<file path="config.mk">
export PLATFORM = sky130hd
export DESIGN_NAME = svop_video_port
export DESIGN_NICKNAME = d
export VERILOG_FILES = /design/src/svop_pkg.sv /design/src/svop_fifo.sv /design/src/svop_video_port.sv
export VERILOG_INCLUDE_DIRS = /design/src
export SDC_FILE = /design/constraint.sdc
export NUM_CORES = 1
export LEC_CHECK = 0
export BUFFER_PORTS_ARGS = -buffer_cell sky130_fd_sc_hd__buf_2
export CAP_MARGIN = 5
export CORE_UTILIZATION = 38
export DETAILED_ROUTE_END_ITERATION = 8
export GPL_TIMING_DRIVEN = 0
export SYNTH_ARGS = -nofsm -noshare
export SYNTH_HDL_FRONTEND = slang
export SYNTH_SLANG_ARGS = --single-unit
</file>
<file path="constraint.sdc">
create_clock -name clk_i -period 3.9 [get_ports clk_i]
set_input_delay 0.39 -clock clk_i [delete_from_list [all_inputs] [get_ports clk_i]]
set_output_delay 0.39 -clock clk_i [all_outputs]
set_load 0.02 [all_outputs]
</file>
<file path="src/svop_cfg.svh">
// Register map, field positions, reset values and timing counts of the video port
`ifndef SVOP_CFG_SVH
`define SVOP_CFG_SVH

`define SVOP_ADDR_COMMIT 8'h00
`define SVOP_ADDR_REV 8'h01
`define SVOP_ADDR_CFG1 8'h03
`define SVOP_ADDR_CLKGEN 8'h05
`define SVOP_ADDR_VM0 8'h06
`define SVOP_ADDR_VM1 8'h07
`define SVOP_ADDR_VM2 8'h08
`define SVOP_ADDR_COL_START 8'h10
`define SVOP_ADDR_COL_END 8'h11
`define SVOP_ADDR_WIN_LSB 8'h12

`define SVOP_COMMIT_BIT 0
`define SVOP_CFG1_FOLLOW_BIT 2
`define SVOP_CFG1_HSUB_BIT 5
`define SVOP_VM0_DRDY_BIT 0
`define SVOP_VM0_PCLK_FALL_BIT 1
`define SVOP_VM0_HPOL_BIT 2
`define SVOP_VM0_VPOL_BIT 3
`define SVOP_VM0_VPULSE_BIT 4
`define SVOP_VM0_ODDEVEN_BIT 5
`define SVOP_VM0_TRIG_LOW_BIT 6
`define SVOP_VM0_DRDY_HIGH_BIT 7
`define SVOP_VM1_FLOAT_BIT 0
`define SVOP_VM2_SHIFT_LSB 0
`define SVOP_VM2_WIDTH_LSB 2
`define SVOP_VM2_FLOAT_UNUSED_BIT 4

`define SVOP_RST_ZERO 8'h00
`define SVOP_RST_CLKGEN 8'h04
`define SVOP_RST_COL_END 8'hA5
`define SVOP_RST_WIN_LSB 8'h32

`define SVOP_WIDTH_10 2'h1
`define SVOP_WIDTH_8 2'h2
`define SVOP_UNUSED_10 12'h003
`define SVOP_UNUSED_8 12'h00F
`define SVOP_ALL_PINS 12'hFFF

`define SVOP_ROW_TRIG_BASE 9'h07C
`define SVOP_FRAME_PULSE_TICKS 3'h4

`endif

</file>
<file path="src/svop_pkg.sv">
// Types shared by the video port design
package svop_pkg;
    typedef logic [11:0] svop_pix_t;
    typedef logic [7:0] svop_byte_t;
    typedef enum logic [1:0] {
        SVOP_ROW_IDLE,
        SVOP_ROW_DELAY,
        SVOP_ROW_ACTIVE
    } svop_row_t;
endpackage

</file>
<file path="src/svop_fifo.sv">
// Small synchronous FIFO between the pixel framer and the output port
`timescale 1ns/100ps
`default_nettype none
module svop_fifo #(
    parameter int unsigned WIDTH = 12,
    parameter int unsigned DEPTH = 8
) (
    input wire logic clk_i,
    input wire logic rst_n_i,
    input wire logic in_valid_i,
    input wire logic [WIDTH-1:0] in_data_i,
    output logic in_ready_o,
    output logic out_valid_o,
    output logic [WIDTH-1:0] out_data_o,
    input wire logic out_ready_i
);
    localparam int unsigned AW = (DEPTH > 1) ? $clog2(DEPTH) : 1;
    typedef struct packed {
        logic [DEPTH-1:0][WIDTH-1:0] mem;
        logic [AW-1:0] wptr;
        logic [AW-1:0] rptr;
        logic [AW:0] count;
        logic full;
    } svop_fifo_state_t;

    svop_fifo_state_t s;
    svop_fifo_state_t next_s;
    logic push;
    logic pop;

    always_comb begin
        next_s = s;
        push = in_valid_i && !s.full;
        pop = out_ready_i && (s.count != '0);
        if (push) begin
            next_s.mem[s.wptr] = in_data_i;
            next_s.wptr = (s.wptr == AW'(DEPTH - 1)) ? '0 : s.wptr + 1'b1;
        end
        if (pop) begin
            next_s.rptr = (s.rptr == AW'(DEPTH - 1)) ? '0 : s.rptr + 1'b1;
        end
        // Simultaneous push and pop leaves the fill level alone
        if (push && !pop) begin
            next_s.count = s.count + 1'b1;
        end else if (pop && !push) begin
            next_s.count = s.count - 1'b1;
        end
        next_s.full = (next_s.count == (AW+1)'(DEPTH));
    end

    always_ff @(posedge clk_i or negedge rst_n_i) begin
        if (!rst_n_i) begin
            s <= '0;
        end else begin
            s <= next_s;
        end
    end

    assign in_ready_o = !s.full;
    assign out_valid_o = (s.count != '0);
    assign out_data_o = s.mem[s.rptr];
endmodule // svop_fifo
`default_nettype wire

</file>
<file path="src/svop_video_port.sv">
// Digital video output port: pixel bus, pixel clock, syncs and commit logic
`include "svop_cfg.svh"
`timescale 1ns/100ps
`default_nettype none
module svop_video_port #(
    parameter int unsigned H_TOTAL = 800,
    parameter int unsigned V_ACTIVE = 488,
    parameter int unsigned V_TOTAL = 525,
    parameter int unsigned FIFO_DEPTH = 8,
    // Arbitrary revision value
    parameter logic [7:0] SILICON_REV = 8'h01
) (
    input wire logic clk_i,
    input wire logic rst_n_i,
    input wire logic [7:0] reg_addr_i,
    input wire logic [7:0] reg_wdata_i,
    input wire logic reg_wr_i,
    input wire logic reg_rd_i,
    output svop_pkg::svop_byte_t reg_rdata_o,
    input wire logic pix_valid_i,
    input wire svop_pkg::svop_pix_t pix_data_i,
    output logic pix_ready_o,
    output svop_pkg::svop_pix_t data_o,
    output logic [11:0] data_oe_n_o,
    output logic pclk_o,
    output logic pclk_oe_n_o,
    input wire logic hsync_i,
    output logic hsync_o,
    output logic hsync_oe_n_o,
    input wire logic vsync_i,
    output logic vsync_o,
    output logic vsync_oe_n_o
);
    import svop_pkg::*;

    typedef struct packed {
        logic [1:0] hs_sync;
        logic [1:0] vs_sync;
        logic hs_prev;
        logic vs_prev;
        svop_byte_t cfg1;
        svop_byte_t clkgen;
        svop_byte_t vm0;
        svop_byte_t vm1;
        svop_byte_t vm2;
        svop_byte_t col_start;
        svop_byte_t col_end;
        svop_byte_t win_lsb;
        svop_byte_t act_start;
        svop_byte_t act_end;
        logic pending;
        svop_byte_t rdata;
        logic [4:0] div;
        logic pclk_ph;
        logic [9:0] col;
        logic [9:0] row;
        logic field;
        svop_row_t fst;
        logic [8:0] dly;
        logic [2:0] fpulse;
        svop_pix_t dout;
        logic [11:0] doe_n;
        logic pclk;
        logic pclk_oe_n;
        logic hs;
        logic vs;
        logic sync_oe_n;
    } svop_state_t;

    svop_state_t s;
    svop_state_t next_s;

    logic fifo_valid;
    svop_pix_t fifo_data;
    logic pop;

    svop_fifo #(
        .WIDTH(12),
        .DEPTH(FIFO_DEPTH)
    ) u_fifo (
        .clk_i(clk_i),
        .rst_n_i(rst_n_i),
        .in_valid_i(pix_valid_i),
        .in_data_i(pix_data_i),
        .in_ready_o(pix_ready_o),
        .out_valid_o(fifo_valid),
        .out_data_o(fifo_data),
        .out_ready_i(pop)
    );

    logic follower;
    logic trig_h;
    logic trig_v;
    logic row_trig;
    logic frame_trig;
    logic [4:0] half_lim;
    logic half_tick;
    logic data_tick;
    logic [9:0] win_lo;
    logic [9:0] win_hi;
    logic in_rows;
    logic active_px;
    logic last_px;
    logic in_frame;
    logic apply;
    logic [8:0] row_delay;
    logic drdy_lvl;
    logic vs_assert;
    logic [14:0] wide;
    logic [11:0] unused_mask;

    always_comb begin
        next_s = s;
        pop = 1'b0;
        apply = 1'b0;
        follower = s.cfg1[`SVOP_CFG1_FOLLOW_BIT];
        // Only the second stage of each synchroniser is looked at
        next_s.hs_sync = {s.hs_sync[0], hsync_i};
        next_s.vs_sync = {s.vs_sync[0], vsync_i};
        trig_h = s.hs_sync[1] ^ s.vm0[`SVOP_VM0_TRIG_LOW_BIT];
        trig_v = s.vs_sync[1] ^ s.vm0[`SVOP_VM0_TRIG_LOW_BIT];
        next_s.hs_prev = trig_h;
        next_s.vs_prev = trig_v;
        // Edge detect: a long trigger from the processor starts one row only
        row_trig = follower && trig_h && !s.hs_prev;
        frame_trig = follower && trig_v && !s.vs_prev;

        // Pixel tick divider; subsampling doubles the half period
        if (s.cfg1[`SVOP_CFG1_HSUB_BIT]) begin
            half_lim = {s.clkgen[3:0], 1'b1};
        end else begin
            half_lim = {1'b0, s.clkgen[3:0]};
        end
        half_tick = (s.div >= half_lim);
        next_s.div = half_tick ? 5'h00 : s.div + 5'h01;
        data_tick = half_tick && !s.pclk_ph;
        if (half_tick) begin
            next_s.pclk_ph = !s.pclk_ph;
        end

        win_lo = {s.act_start, 2'b00};
        win_hi = {s.act_end, 2'b11};
        in_rows = (s.row < 10'(V_ACTIVE));
        if (follower) begin
            active_px = in_rows && (s.fst == SVOP_ROW_ACTIVE);
        end else begin
            active_px = in_rows && (s.col >= win_lo) && (s.col <= win_hi);
        end
        last_px = active_px && (s.row == 10'(V_ACTIVE - 1)) && (s.col == win_hi);
        in_frame = in_rows && !((s.row == 10'(V_ACTIVE - 1)) && (s.col > win_hi));
        row_delay = `SVOP_ROW_TRIG_BASE + {1'b0, s.act_start};

        // Row and frame sequencing
        if (follower) begin
            case (s.fst)
                SVOP_ROW_IDLE: begin
                    if (row_trig) begin
                        next_s.fst = SVOP_ROW_DELAY;
                        next_s.dly = 9'h001;
                    end
                end
                SVOP_ROW_DELAY: begin
                    next_s.dly = s.dly + 9'h001;
                    if (s.dly >= row_delay) begin
                        next_s.fst = SVOP_ROW_ACTIVE;
                        next_s.col = win_lo;
                    end
                end
                SVOP_ROW_ACTIVE: begin
                    if (data_tick) begin
                        next_s.col = s.col + 10'h001;
                        if (s.col >= win_hi) begin
                            next_s.fst = SVOP_ROW_IDLE;
                            next_s.row = s.row + 10'h001;
                        end
                    end
                end
                default: begin
                    next_s.fst = SVOP_ROW_IDLE;
                end
            endcase
            if (frame_trig) begin
                next_s.row = 10'h000;
                next_s.field = !s.field;
                apply = 1'b1;
            end
        end else begin
            next_s.fst = SVOP_ROW_IDLE;
            if (data_tick) begin
                if (s.col >= 10'(H_TOTAL - 1)) begin
                    next_s.col = 10'h000;
                    if (s.row >= 10'(V_TOTAL - 1)) begin
                        next_s.row = 10'h000;
                        next_s.field = !s.field;
                        apply = 1'b1;
                    end else begin
                        next_s.row = s.row + 10'h001;
                    end
                end else begin
                    next_s.col = s.col + 10'h001;
                end
            end
        end

        // Pixel words leave the FIFO only on a tick inside the active row
        if (data_tick) begin
            pop = active_px && fifo_valid;
            if (pop) begin
                wide = {3'b000, fifo_data} << s.vm2[`SVOP_VM2_SHIFT_LSB +: 2];
                // Saturate rather than wrap when the gain pushes bits out
                next_s.dout = (wide[14:12] != 3'b000) ? `SVOP_ALL_PINS : wide[11:0];
            end else begin
                wide = 15'h0000;
            end
            if (last_px) begin
                next_s.fpulse = `SVOP_FRAME_PULSE_TICKS;
            end else if (s.fpulse != 3'h0) begin
                next_s.fpulse = s.fpulse - 3'h1;
            end
            next_s.hs = active_px ? s.vm0[`SVOP_VM0_HPOL_BIT]
                                  : !s.vm0[`SVOP_VM0_HPOL_BIT];
            if (s.vm0[`SVOP_VM0_VPULSE_BIT]) begin
                vs_assert = (s.fpulse != 3'h0) || last_px;
            end else begin
                vs_assert = in_frame;
            end
            if (s.vm0[`SVOP_VM0_ODDEVEN_BIT]) begin
                vs_assert = vs_assert && s.field;
            end
            next_s.vs = vs_assert ? s.vm0[`SVOP_VM0_VPOL_BIT]
                                  : !s.vm0[`SVOP_VM0_VPOL_BIT];
        end else begin
            wide = 15'h0000;
            vs_assert = 1'b0;
        end

        // Pixel clock: when free-running, data and syncs change on the selected edge
        drdy_lvl = s.vm0[`SVOP_VM0_DRDY_HIGH_BIT];
        if (s.vm0[`SVOP_VM0_DRDY_BIT]) begin
            if (data_tick) begin
                next_s.pclk = pop ? drdy_lvl : !drdy_lvl;
            end else if (half_tick) begin
                next_s.pclk = !drdy_lvl;
            end
        end else if (half_tick) begin
            next_s.pclk = next_s.pclk_ph ^ s.vm0[`SVOP_VM0_PCLK_FALL_BIT];
        end

        // Output enables, active low
        if (s.vm2[`SVOP_VM2_WIDTH_LSB +: 2] == `SVOP_WIDTH_10) begin
            unused_mask = `SVOP_UNUSED_10;
        end else if (s.vm2[`SVOP_VM2_WIDTH_LSB +: 2] == `SVOP_WIDTH_8) begin
            unused_mask = `SVOP_UNUSED_8;
        end else begin
            unused_mask = 12'h000;
        end
        if (s.vm1[`SVOP_VM1_FLOAT_BIT]) begin
            next_s.doe_n = `SVOP_ALL_PINS;
        end else if (s.vm2[`SVOP_VM2_FLOAT_UNUSED_BIT]) begin
            next_s.doe_n = unused_mask;
        end else begin
            next_s.doe_n = 12'h000;
        end
        next_s.sync_oe_n = follower;
        next_s.pclk_oe_n = 1'b0;

        // Frame boundary copies the buffered window; a new request wins
        if (apply && s.pending) begin
            next_s.act_start = s.col_start;
            next_s.act_end = s.col_end;
            next_s.pending = 1'b0;
        end

        if (reg_wr_i) begin
            case (reg_addr_i)
                `SVOP_ADDR_COMMIT: begin
                    if (reg_wdata_i[`SVOP_COMMIT_BIT]) begin
                        next_s.pending = 1'b1;
                    end
                end
                `SVOP_ADDR_CFG1: next_s.cfg1 = reg_wdata_i;
                `SVOP_ADDR_CLKGEN: next_s.clkgen = reg_wdata_i;
                `SVOP_ADDR_VM0: next_s.vm0 = reg_wdata_i;
                `SVOP_ADDR_VM1: next_s.vm1 = reg_wdata_i;
                `SVOP_ADDR_VM2: next_s.vm2 = reg_wdata_i;
                `SVOP_ADDR_COL_START: next_s.col_start = reg_wdata_i;
                `SVOP_ADDR_COL_END: next_s.col_end = reg_wdata_i;
                `SVOP_ADDR_WIN_LSB: next_s.win_lsb = reg_wdata_i;
                default: begin
                    // Revision and unmapped addresses ignore writes
                end
            endcase
        end

        if (reg_rd_i) begin
            case (reg_addr_i)
                `SVOP_ADDR_COMMIT: next_s.rdata = {7'h00, s.pending};
                `SVOP_ADDR_REV: next_s.rdata = SILICON_REV;
                `SVOP_ADDR_CFG1: next_s.rdata = s.cfg1;
                `SVOP_ADDR_CLKGEN: next_s.rdata = s.clkgen;
                `SVOP_ADDR_VM0: next_s.rdata = s.vm0;
                `SVOP_ADDR_VM1: next_s.rdata = s.vm1;
                `SVOP_ADDR_VM2: next_s.rdata = s.vm2;
                `SVOP_ADDR_COL_START: next_s.rdata = s.col_start;
                `SVOP_ADDR_COL_END: next_s.rdata = s.col_end;
                `SVOP_ADDR_WIN_LSB: next_s.rdata = s.win_lsb;
                default: next_s.rdata = 8'h00;
            endcase
        end
    end

    always_ff @(posedge clk_i or negedge rst_n_i) begin
        if (!rst_n_i) begin
            s <= '0;
            s.clkgen <= `SVOP_RST_CLKGEN;
            s.col_end <= `SVOP_RST_COL_END;
            s.act_end <= `SVOP_RST_COL_END;
            s.win_lsb <= `SVOP_RST_WIN_LSB;
            s.fst <= SVOP_ROW_IDLE;
            // Idle levels: pclk high, syncs at inactive default levels
            s.pclk <= 1'b1;
            s.hs <= 1'b1;
            s.vs <= 1'b1;
        end else begin
            s <= next_s;
        end
    end

    assign reg_rdata_o = s.rdata;
    assign data_o = s.dout;
    assign data_oe_n_o = s.doe_n;
    assign pclk_o = s.pclk;
    assign pclk_oe_n_o = s.pclk_oe_n;
    assign hsync_o = s.hs;
    assign hsync_oe_n_o = s.sync_oe_n;
    assign vsync_o = s.vs;
    assign vsync_oe_n_o = s.sync_oe_n;
endmodule // svop_video_port
`default_nettype wire

</file>
; Word-level counts from Yosys, hierarchy flattened
; Index checks and enable logic that the tools add are counted.
; Widths: inputs -> output; s select.
[word_totals]
register_bits = 271
in_bits = 35
out_inout_bits = 39
elab_cells = 217
[classes]
addsub = 10
order_cmp = 12
eq_ne = 29
n_shift = 1
muxes = 60
bitwise = 3
n_reduce_logical = 60
[op_table]
columns = operator, n
row1 = $bwmux 96, 1
row2 = $pmux 8 s10, 1
row3 = $mux 12, 5
row4 = $mux 10, 5
row5 = $bmux 12 s3, 1
row6 = $demux 12 s3, 1
row7 = $mux 11, 3
row8 = $eq 8x3->1 const B, 3
row9 = $eq 8x5->1 const B, 3
row10 = $mux 1, 24
row11 = $mux 23, 1
row12 = $reduce_and 2->1, 11
row13 = $mux 21, 1
row14 = $add 10x1->10 const B, 2
row15 = $ge 10x10->1, 2
row16 = $ge 10x10->1 const B, 2
row17 = $logic_and 1x1->1, 20
row18 = $mux 20, 1
row19 = $pmux 10 s2, 1
row20 = $pmux 9 s2, 1
row21 = $mux 4, 4
row22 = $shl 12x2->15, 1
row23 = $reduce_bool 2->1, 7
row24 = $mux 3, 4
row25 = other kinds (41), 70

; Depth between registers and ports, before layout
; Gate-level depths: netlist (run 1).
[depth]
word_depth = 13
ltp_mapped = 17
depth_no_buf = 14

; Hierarchy
; Synthesis (run 1) repeated with hierarchy kept, for this count alone.
[hier_totals]
hier_cells = 1111
area_unflattened_um2 = 13302.8
[modules_own_cells]
columns = mod, instances, cells_per_inst, area_per_inst_um2, seq_area_each_um2
row1 = svop_video_port, 1, 804, 8383.0, 3897.5
row2 = svop_fifo, 1, 307, 4919.7, 2677.6

; Worst setup path before layout (run 1)
; Ideal clock, no wire load.
[synth_path]
kind = register to register
from = reg s[156] (netlist bit)
to = reg u_fifo.s[0] (netlist bit)
setup_ns = 0.099
arrival_time_ns = 3.373
required_time_ns = 3.801
path_slack_ns = 0.428
path_stages_with_launch = 16
n_path_buf = 3
synth_period_minus_slack_ns = 3.472
cell_sequence = dfrtp_1 clkbuf_1 or2_2 ha_1 nand2b_1 a21o_1 a21o_1 a21o_1 a21o_1 clkbuf_1 ha_1 a21boi_0 and4_1 buf_2 or4_1 a311oi_1
[synth_lines]
columns = item, line
row1 = from (decl), svop_video_port.sv:70  ; svop_state_t s;
row2 = from (signal assigned), svop_video_port.sv:325  ; s <= next_s;
row3 = to (signal assigned), svop_fifo.sv:55  ; s <= next_s;
row4 = to (decl), svop_fifo.sv:26  ; svop_fifo_state_t s;

==> results of run 1 <==
-- power by group through the flow --
stage	Combinational, W	Clock (W)	Sequential (W)
after global routing	0.00393	0.00297	0.00403
final	0.00354	0.00278	0.00392
after global placement	0.00346	0	0.00393
after detailed placement	0.00355	0	0.00396
after CTS	0.00359	0.00286	0.00392
after floorplan	0.00269	0	0.00383
-- metal layers --
layer	track usage, %	share of wire (%)	vias up	wire [um]
met2	29.4	48	140	14500
met4	4.19	2.0	0	589
met1	23.7	46	4399	13700
met3	3.02	3.8	40	1130
met5	0	0	-	0
li1	-	-	4131	-
-- sequential cells by signal, indices dropped and copies added (netlist names) --
name	flops
s	124
u_fifo.s	107
data_o	12
reg_rdata_o	8
data_oe_n_o	3
next_s	2
drdy_lvl	1
follower	1
hsync_o	1
hsync_oe_n_o	1
pclk_o	1
vsync_o	1
-- worst reg2reg max path, delay by kind of cell, from the launching register on --
kind / cells / cell delay [ns]
AOI/OAI and AO/OA: 6 / 1.25
buffers and inverters: 1 / 0.19
DFF: 1 / 0.47
adders and majority gates: 2 / 0.51
and+or+nand+nor: 4 / 1.19
-- synth_stat cells (16+ instances only) --
cell | number | area [um^2]
buf_4 | 35 | 263
nor2_1 | 66 | 248
nand4_1 | 16 | 100
xor2_1 | 20 | 175
mux2i_1 | 29 | 290
dfrtp_1 | 247 | 6180
ha_1 | 47 | 588
nand2_1 | 62 | 233
inv_1 | 43 | 161
o21ai_0 | 36 | 180
a21oi_1 | 31 | 155
mux2_2 | 191 | 2150
mux4_2 | 24 | 541
nand3_1 | 20 | 100
clkbuf_1 | 29 | 109
-- through the flow --
stage / setup TNS [ns] / utilization [%] / hold slack [ns] / cells
final: 0 / 44.9 / 0.158 / 1665
after detailed placement: -3.56 / 41.9 / 0.245 / 1611
after CTS: 0 / 44.9 / 0.130 / 1666
after global routing: 0 / 44.9 / 0.144 / 1665
after floorplan: 0 / - / 0.0944 / 1091
after global placement: -609.08 / 41.7 / 0.338 / 1609
-- cells by family (layout without fill, tap and decap cells) --
group,count (synthesis),count (layout),share of synthesized area [%]
muxes,244,244,22.5
xor gates and xnor gates,29,29,1.92
buffers and inverters,125,251,4.68
AOI/OAI and AO/OA,149,149,7.54
adders and majority gates,47,47,4.45
and+or+nand+nor,234,234,9.13
DFF,262,262,49.7
other,1,1,0.0284
-- repair_timing --
item | CTS | global route
hold endpoints to repair | 23 | 0
setup endpoints to repair | 28 | 24
resized for setup | 5 | 3
hold buffers | 3 | 0
-- cell type report --
cell class / count / area share (%)
Buffer: 80 / 2.99
Inverter: 43 / 1.06
Sequential cell: 262 / 43.2
Clock inverter: 7 / 0.699
Timing Repair Buffer: 75 / 2.93
Multi-Input combinational cell: 704 / 39.7
Tap cell: 448 / 3.68
Clock buffer: 46 / 5.72
-- how the worst max path moves through the flow --
stage             from            to  slack [ns]  cells past startpoint
2_1_floorplan   s[156]   u_fifo.s[0]        0.43                     15
3_3_place_gp   rst_n_i  u_fifo.s[26]       -2.45                      1
3_5_place_dp    s[156]         s[58]       -0.25                     17
4_1_cts         s[156]   u_fifo.s[0]        0.06                     14
5_1_grt         s[156]   u_fifo.s[0]        0.03                     13
6_report        s[156]   u_fifo.s[0]        0.20                     13
==> flow_summary.toml, run 1 <==
[timing]
hold_viol = 0
max_freq_mhz = 271
finalClockSkew_ns = 0.0160
slew_violations = 0
fin_crit_ns = 3.70
fin_crit_sh_pct = 94.8
tightestPinTransition_ns = 0.914
rsz0062_at_grt = "no"
slew_headroom_pct = 39.1
postLayoutSetupSlackWorst_ns = 0.205
setup_viol = 0

[placed_design]
dp_hpwl_um = 20500
place.gp.congestion = 0.808
port_buffers = 70
pre_cts_ws_ns = -0.246
placed_cell_area_um2 = 14200

[logic_synthesis]
syn_area_um2 = 13200
synth_edf_count = 0
seq_area_frac_synth_pct = 49.7
synth_warnings = 0
syn_nets = 1173
syn_inst = 1091
async_reset_ff_share_pct = 100
synth_top_flop_cell = "dfrtp_1"
synth_cell_types = 66
synth.ff_latch_count = 262
avgSynthCellArea_um2 = 12.1

[cells_and_area]
antenna_cells = 0
final_area_um2 = 15200
fillers = 3195
multi_input_area_um2 = 6040
final_cell_mix = "dfrtp_1, mux2_2, buf_2"
nets = 1277
seqCellArea_um2 = 6580
drive_above_1_share_pct = 33.9
final_common_cell = "dfrtp_1"
area_growth_pct = 15.0

[setup_path]
cp-start-kind = "flop"
reg2regPathDepth = 13
max_stage_delay_ns = 0.49
cp.arrival_ns = 4.16
reg2reg_slack_ns = 0.20
cp_top_family = "compound AO/OA/AOI/OAI gates"
r2r-start = "s[156]"
crit_buf_inv = 1
r2r_end = "u_fifo.s[0]"
required_ns = 4.37
cpMaxStageDelayCell = "or4_1"
crit_fanout = 10
path_common_cell = "a21o_1"
critPathKind = "reg -> reg"
endpoint_kind = "flop"
cp_cell_sequence = "or2_2 > ha_1 > nand2b_1 > a21o_1 > a21o_1 > a21o_1 > a21o_2 > ha_2 > a21boi_0 > and4_1 > buf_2 > or4_1 > a311oi_2"

[grt]
grtUsageTotal_pct = 17.6
grt_max_degree = 122
grt_pass1_wl_um = 49900
overflow = 0
antenna_found_initial = 1
grt_pass1_vias = 9160

[cts]
clk_path_buf_depth = 3
cts_htree_levels = 1
cts.sinks = 262
cts_tree = "done"
post-cts-setup-buffer-count = 0
clk_latency_ns = 0.57
cts-buffers-inserted = 29
root_buffer = "clkbuf_16"
clk_pin_slew_ns = 0.06

[worst_hold_path]
whs_endpoint = "u_fifo.s[19]"
holdPathStages = 2
min_from = "pix_data_i[8]"
min_path_type = "in -> reg"

[floorplan]
core_region_area_um2 = 33900
die_x_um = 189
start_util_pct = 39.1
ios = 74
die_area_um2 = 35600
dieHeight_um = 189
num_rows = 67

[power_and_ir_drop]
p_leak_nw = 7.02
swShare_pct = 32.4
ir_worst_vdd_mv = 0.491
switchingPower_w = 0.00332
powerDensity_nw_per_um2 = 673
intPower_w = 0.00692
total_power_w = 0.0102
p_clk_share_pct = 27.2
power_frac_comb_pct = 34.5
seqPwrFrac_pct = 38.3

[routing]
vias = 8710
avgRoutedWirePerCell_um = 18.0
drc = 0
dr.pass1.iters = 4
ant_nets = 0
via_per_inst = 5.23
wirelength_um = 29900
drtIter0Drc = 439

[flow_run]
maxCapViolCount = 0

[run_status]
status = "complete, no violations"
No activity file was read; power rests on OpenSTA's default activity.
==> run 2: changes to the inputs <==
SYNTH_HIERARCHICAL = 1   (was not set)
==> flow_summary.toml, run 2 <==
[setup_path]
r2r-start = "s[156]"
reg2reg_slack_ns = 0.34
cp_cell_sequence = "or2_2 > ha_1 > o21ai_0 > a21oi_1 > o21ai_1 > nand2_1 > ha_2 > clkbuf_4 > nand3_2 > buf_4 > inv_1 > nand2_8 > mux2i_1 > xor2_1 > nor4b_4"
r2r_end = "u_fifo/s[0]"
required_ns = 4.37
critPathKind = "reg -> reg"
cp-start-kind = "flop"
cp.arrival_ns = 4.03
reg2regPathDepth = 15
cpMaxStageDelayCell = "dfrtp_1"
cp_top_family = "simple AND/OR/NAND/NOR gates"
crit_fanout = 10
endpoint_kind = "flop"
crit_buf_inv = 3
max_stage_delay_ns = 0.48

[logic_synthesis]
synth_compound_area_share_pct = 7.84
synthSimpleGateAreaFrac_pct = 8.94
synth.ff_latch_count = 262
synth_warnings = 6
syn_inst = 1111
synth_xor_area_share_pct = 1.98
async_reset_ff_share_pct = 100
synth_top_cells_by_count = "dfrtp_1, mux2_2, nand2_1"
syn_nets = 1193
yosys.area_share.adder_pct = 4.50
ys_top_cells_by_area = "dfrtp_1, mux2_2, ha_1"
yosysTopAreaCell = "dfrtp_1"
synth_top_area_share_pct = 46.5
seq_area_frac_synth_pct = 49.4
synth_cell_types = 69
synthMuxAreaShare_pct = 22.4
syn_area_um2 = 13300
synth_top_flop_cell = "dfrtp_1"
yosysMostFrequentCell = "dfrtp_1"
synth_top_family_by_area = "multiplexers"
synth_edf_count = 0
avgSynthCellArea_um2 = 12.0

[worst_hold_path]
holdPathStages = 2
min_from = "pix_data_i[5]"
whs_endpoint = "u_fifo/s[88]"
min_path_type = "in -> reg"

[floorplan]
start_util_pct = 38.6
die_x_um = 189
dieHeight_um = 189
num_rows = 68
die_area_um2 = 35800
ios = 74
core_region_area_um2 = 34500

[power_and_ir_drop]
total_power_w = 0.0101
powerDensity_nw_per_um2 = 656
ir_worst_vdd_mv = 0.408
p_leak_nw = 7.04

[placed_design]
place.gp.congestion = 0.874
port_buffers = 70
dp_hpwl_um = 20900

[timing]
finalClockSkew_ns = 0.0174
max_freq_mhz = 281
rsz0062_at_grt = "no"
fin_crit_sh_pct = 91.3
hold_viol = 0
setup_viol = 0
fin_crit_ns = 3.56
slew_violations = 0
slew_headroom_pct = 35.0
tns_ns = 0
tightestPinTransition_ns = 0.968

[grt]
grtUsageTotal_pct = 17.2
antenna_found_initial = 0
grt_max_degree = 122
grt_pass1_wl_um = 49100
grt_pass1_vias = 9050
overflow = 0

[cts]
cts.sinks = 262
root_buffer = "clkbuf_16"
cts-buffers-inserted = 30
cts_htree_levels = 1
cts_tree = "done"
clk_latency_ns = 0.57
clk_path_buf_depth = 3
clk_pin_slew_ns = 0.06

[cells_and_area]
antenna_cells = 0
nets = 1300
largest_reg_flops = 124
area_growth_pct = 15.6
regMostFlops = "s"
final_cell_mix = "dfrtp_1, mux2_2, buf_2"
drive_above_1_share_pct = 35.2
fillers = 3251
final_common_cell = "dfrtp_1"

[routing]
drtIter0Drc = 503
drc = 0
vias = 8909
dr.pass1.iters = 5
wirelength_um = 30000
avgRoutedWirePerCell_um = 17.7
ant_nets = 0
via_per_inst = 5.25

[run_status]
status = "complete, no violations"

[flow_run]
maxCapViolCount = 0
[run 2: changes by cell type after synthesis, sizes merged, moves of 7 or more]
cell   delta
a22o      -7
a22oi    +12
mux2     +10
mux2i    -11
inv       +7
nand2     +8
nor3     +14
a21oi    +17
o21ai    +14
nor2     -13
[run 2: layer usage]
layer	vias up	track usage (%)	routed length [um]
met4	0	4.37	629
met2	178	27.9	14000
met1	4492	23.8	14100
met5	-	0	0
li1	4194	-	-
met3	45	2.82	1210
[run 2: worst max path at each step]
stage / startpoint / cells after the start / slack [ns] / endpoint
2_1_floorplan: s[156] / 16 / 0.39 / u_fifo/s[0]
3_3_place_gp: rst_n_i / 1 / -2.47 / u_fifo/s[77]
3_5_place_dp: s[156] / 16 / -0.74 / u_fifo/s[0]
4_1_cts: s[84] / 13 / 0.02 / u_fifo/s[0]
6_report: s[156] / 15 / 0.34 / u_fifo/s[0]
5_1_grt: s[156] / 15 / 0.05 / u_fifo/s[0]
[run 2: area by class of cell]
type | count | area [um^2] | area share, %
Clock inverter | 10 | 97.6 | 0.635
Buffer | 76 | 462 | 3.00
Tap cell | 455 | 569 | 3.70
Inverter | 50 | 188 | 1.22
Sequential cell | 262 | 6580 | 42.8
Multi-Input combinational cell | 722 | 6120 | 39.8
Timing Repair Buffer | 76 | 453 | 2.95
Clock buffer | 46 | 911 | 5.93
[run 2: where the power goes]
group / internal, W / switching (W)
Clock: 0.00167 / 0.00114
Sequential: 0.00346 / 0.000429
Combinational: 0.00172 / 0.00166
[run 2: what timing repair did]
| action | CTS | global route |
|---|---|---|
| pin swaps | 1 | 0 |
| resized for setup | 6 | 5 |
| buffers inserted | 1 | 0 |
| endpoints found under the setup margin | 8 | 1 |
| hold endpoints to repair | 56 | 0 |
| hold buffers | 3 | 0 |
[run 2: metrics by stage]
stage          cell area (um^2)  hold slack (ns)  util [%]  instances  setup slack [ns]
3_3_place_gp              14200            0.336      41.3       1636             -2.47
3_5_place_dp              14300            0.336      41.5       1638            -0.744
5_1_grt                   15400            0.159      44.6       1697            0.0457
6_report                  15400            0.163      44.6       1697             0.341
2_1_floorplan             13300           0.0944         -       1111             0.392
4_1_cts                   15300            0.137      44.5       1698            0.0217
[run 2: cells by family (layout without fill, tap and decap cells)]
logic type | Yosys count | count (layout)
AO/OA/AOI/OAI | 169 | 169
XOR/XNOR | 30 | 30
multiplexers | 243 | 243
adder cells (fa/ha/maj) | 48 | 48
other | 1 | 1
buffers and inverters | 127 | 258
flip-flops | 262 | 262
AND/OR/NAND/NOR | 231 | 231
==> run 3: changes to the inputs <==
clock period = 4.25 ns   (was 3.9 ns; I/O delays follow)
==> flow_summary.toml, run 3 (synthesis gave the netlist of run 2 again) <==
[run_status]
status = "complete, no violations"

[timing]
tightestPinTransition_ns = 0.961
finalClockSkew_ns = 0.0168
fin_crit_sh_pct = 90.3
rsz0062_at_grt = "no"
fin_crit_ns = 3.84
hold_viol = 0
postLayoutSetupSlackWorst_ns = 0.413
slew_violations = 0
max_freq_mhz = 261
setup_viol = 0
slew_headroom_pct = 35.4
holdWs_ns = 0.200

[power_and_ir_drop]
powerDensity_nw_per_um2 = 600
ir_worst_vdd_mv = 0.376
p_leak_nw = 7.02

[placed_design]
dp_hpwl_um = 20900
port_buffers = 70
place.gp.congestion = 0.874
pre_cts_ws_ns = -0.394

[cells_and_area]
drive_above_1_share_pct = 34.8
fillers = 3246
regMostFlops = "s"
antenna_cells = 0
final_common_cell = "dfrtp_1"
largest_reg_flops = 124
nets = 1299
final_cell_mix = "dfrtp_1, mux2_2, buf_2"
final_util_pct = 44.5
area_growth_pct = 15.3

[floorplan]
die_x_um = 189
num_rows = 68
core_region_area_um2 = 34500
die_area_um2 = 35800
start_util_pct = 38.6
ios = 74
dieHeight_um = 189

[setup_path]
cp.arrival_ns = 4.29
required_ns = 4.70
crit_fanout = 17
crit_buf_inv = 3
max_stage_delay_ns = 0.35
cpMaxStageDelayCell = "dfrtp_1"
cp_cell_sequence = "clkbuf_1 > or2_2 > ha_1 > o21ai_0 > a21oi_1 > o21ai_1 > nand2_1 > ha_1 > clkbuf_2 > nand3_4 > inv_1 > nand2_8 > mux2i_1 > xor2_1 > nor4b_2"
path_common_cell = "ha_1"
cp-start-kind = "flop"
endpoint_kind = "flop"
cp_top_family = "simple AND/OR/NAND/NOR gates"
critPathKind = "reg -> reg"

[grt]
grt_pass1_wl_um = 49100
overflow = 0
grt_pass1_vias = 9050
antenna_found_initial = 0
grtUsageTotal_pct = 17.2
grt_max_degree = 122

[routing]
avgRoutedWirePerCell_um = 17.6
drc = 0
via_per_inst = 5.24
wirelength_um = 29900
dr.pass1.iters = 7
ant_nets = 0
drtIter0Drc = 557
vias = 8881

[cts]
clk_pin_slew_ns = 0.06
cts_htree_levels = 1
clk_path_buf_depth = 3
clk_latency_ns = 0.57
post-cts-setup-buffer-count = 0
cts-buffers-inserted = 30
cts_tree = "done"
cts.sinks = 262
root_buffer = "clkbuf_16"

[worst_hold_path]
min_path_type = "in -> reg"

[flow_run]
maxCapViolCount = 0
run 3: routing by layer:
metal / vias to the layer above / global-route usage [%] / wire length, um
li1: 4182 / - / -
met1: 4489 / 23.8 / 14200
met2: 165 / 27.9 / 13900
met3: 45 / 2.82 / 1210
met4: 0 / 4.37 / 624
met5: - / 0 / 0
run 3: path summary, 6_finish.rpt:
path	startpoint	to	slack, ns	depth (start not counted)
worst max-delay path	s[156]	u_fifo/s[0]	0.41	15
worst min-delay path	pix_data_i[5]	u_fifo/s[88]	0.20	2
worst max register to register	s[156]	u_fifo/s[0]	0.41	15
worst min register to register	next_s[164]	s[164]	0.35	0
max in group asynchronous	rst_n_i	u_fifo/s[28]	2.48	4
min in group asynchronous	rst_n_i	s[36]	0.38	2
run 3: cell type report:
class	instances	area, um^2	area share, %
sequential	262	6580	42.9
multi-input combinational	722	6100	39.8
clock buffer	46	911	5.94
tap	455	569	3.71
buffer	76	455	2.97
timing repair buffer	75	445	2.90
inverter	50	188	1.22
clock inverter	10	97.6	0.636
run 3: metrics by stage:
step	total power, W	instance area [um^2]	std cells	setup TNS [ns]
3_3_place_gp	0.00660	14200	1636	-526.26
5_1_grt	0.00979	15300	1696	0
2_1_floorplan	0.00582	13300	1111	0
6_report	0.00920	15300	1696	0
4_1_cts	0.00932	15300	1697	0
3_5_place_dp	0.00668	14300	1638	-0.888
run 3: power by group:
part           internal (W)  switching, W
registers           0.00318      0.000391
logic               0.00155       0.00150
clock network       0.00154       0.00105
run 3: timing repair:
item	4_1_cts	5_1_grt
setup endpoints to repair	6	4
hold endpoints to repair	56	0
resized for setup	3	2
hold buffers	3	0
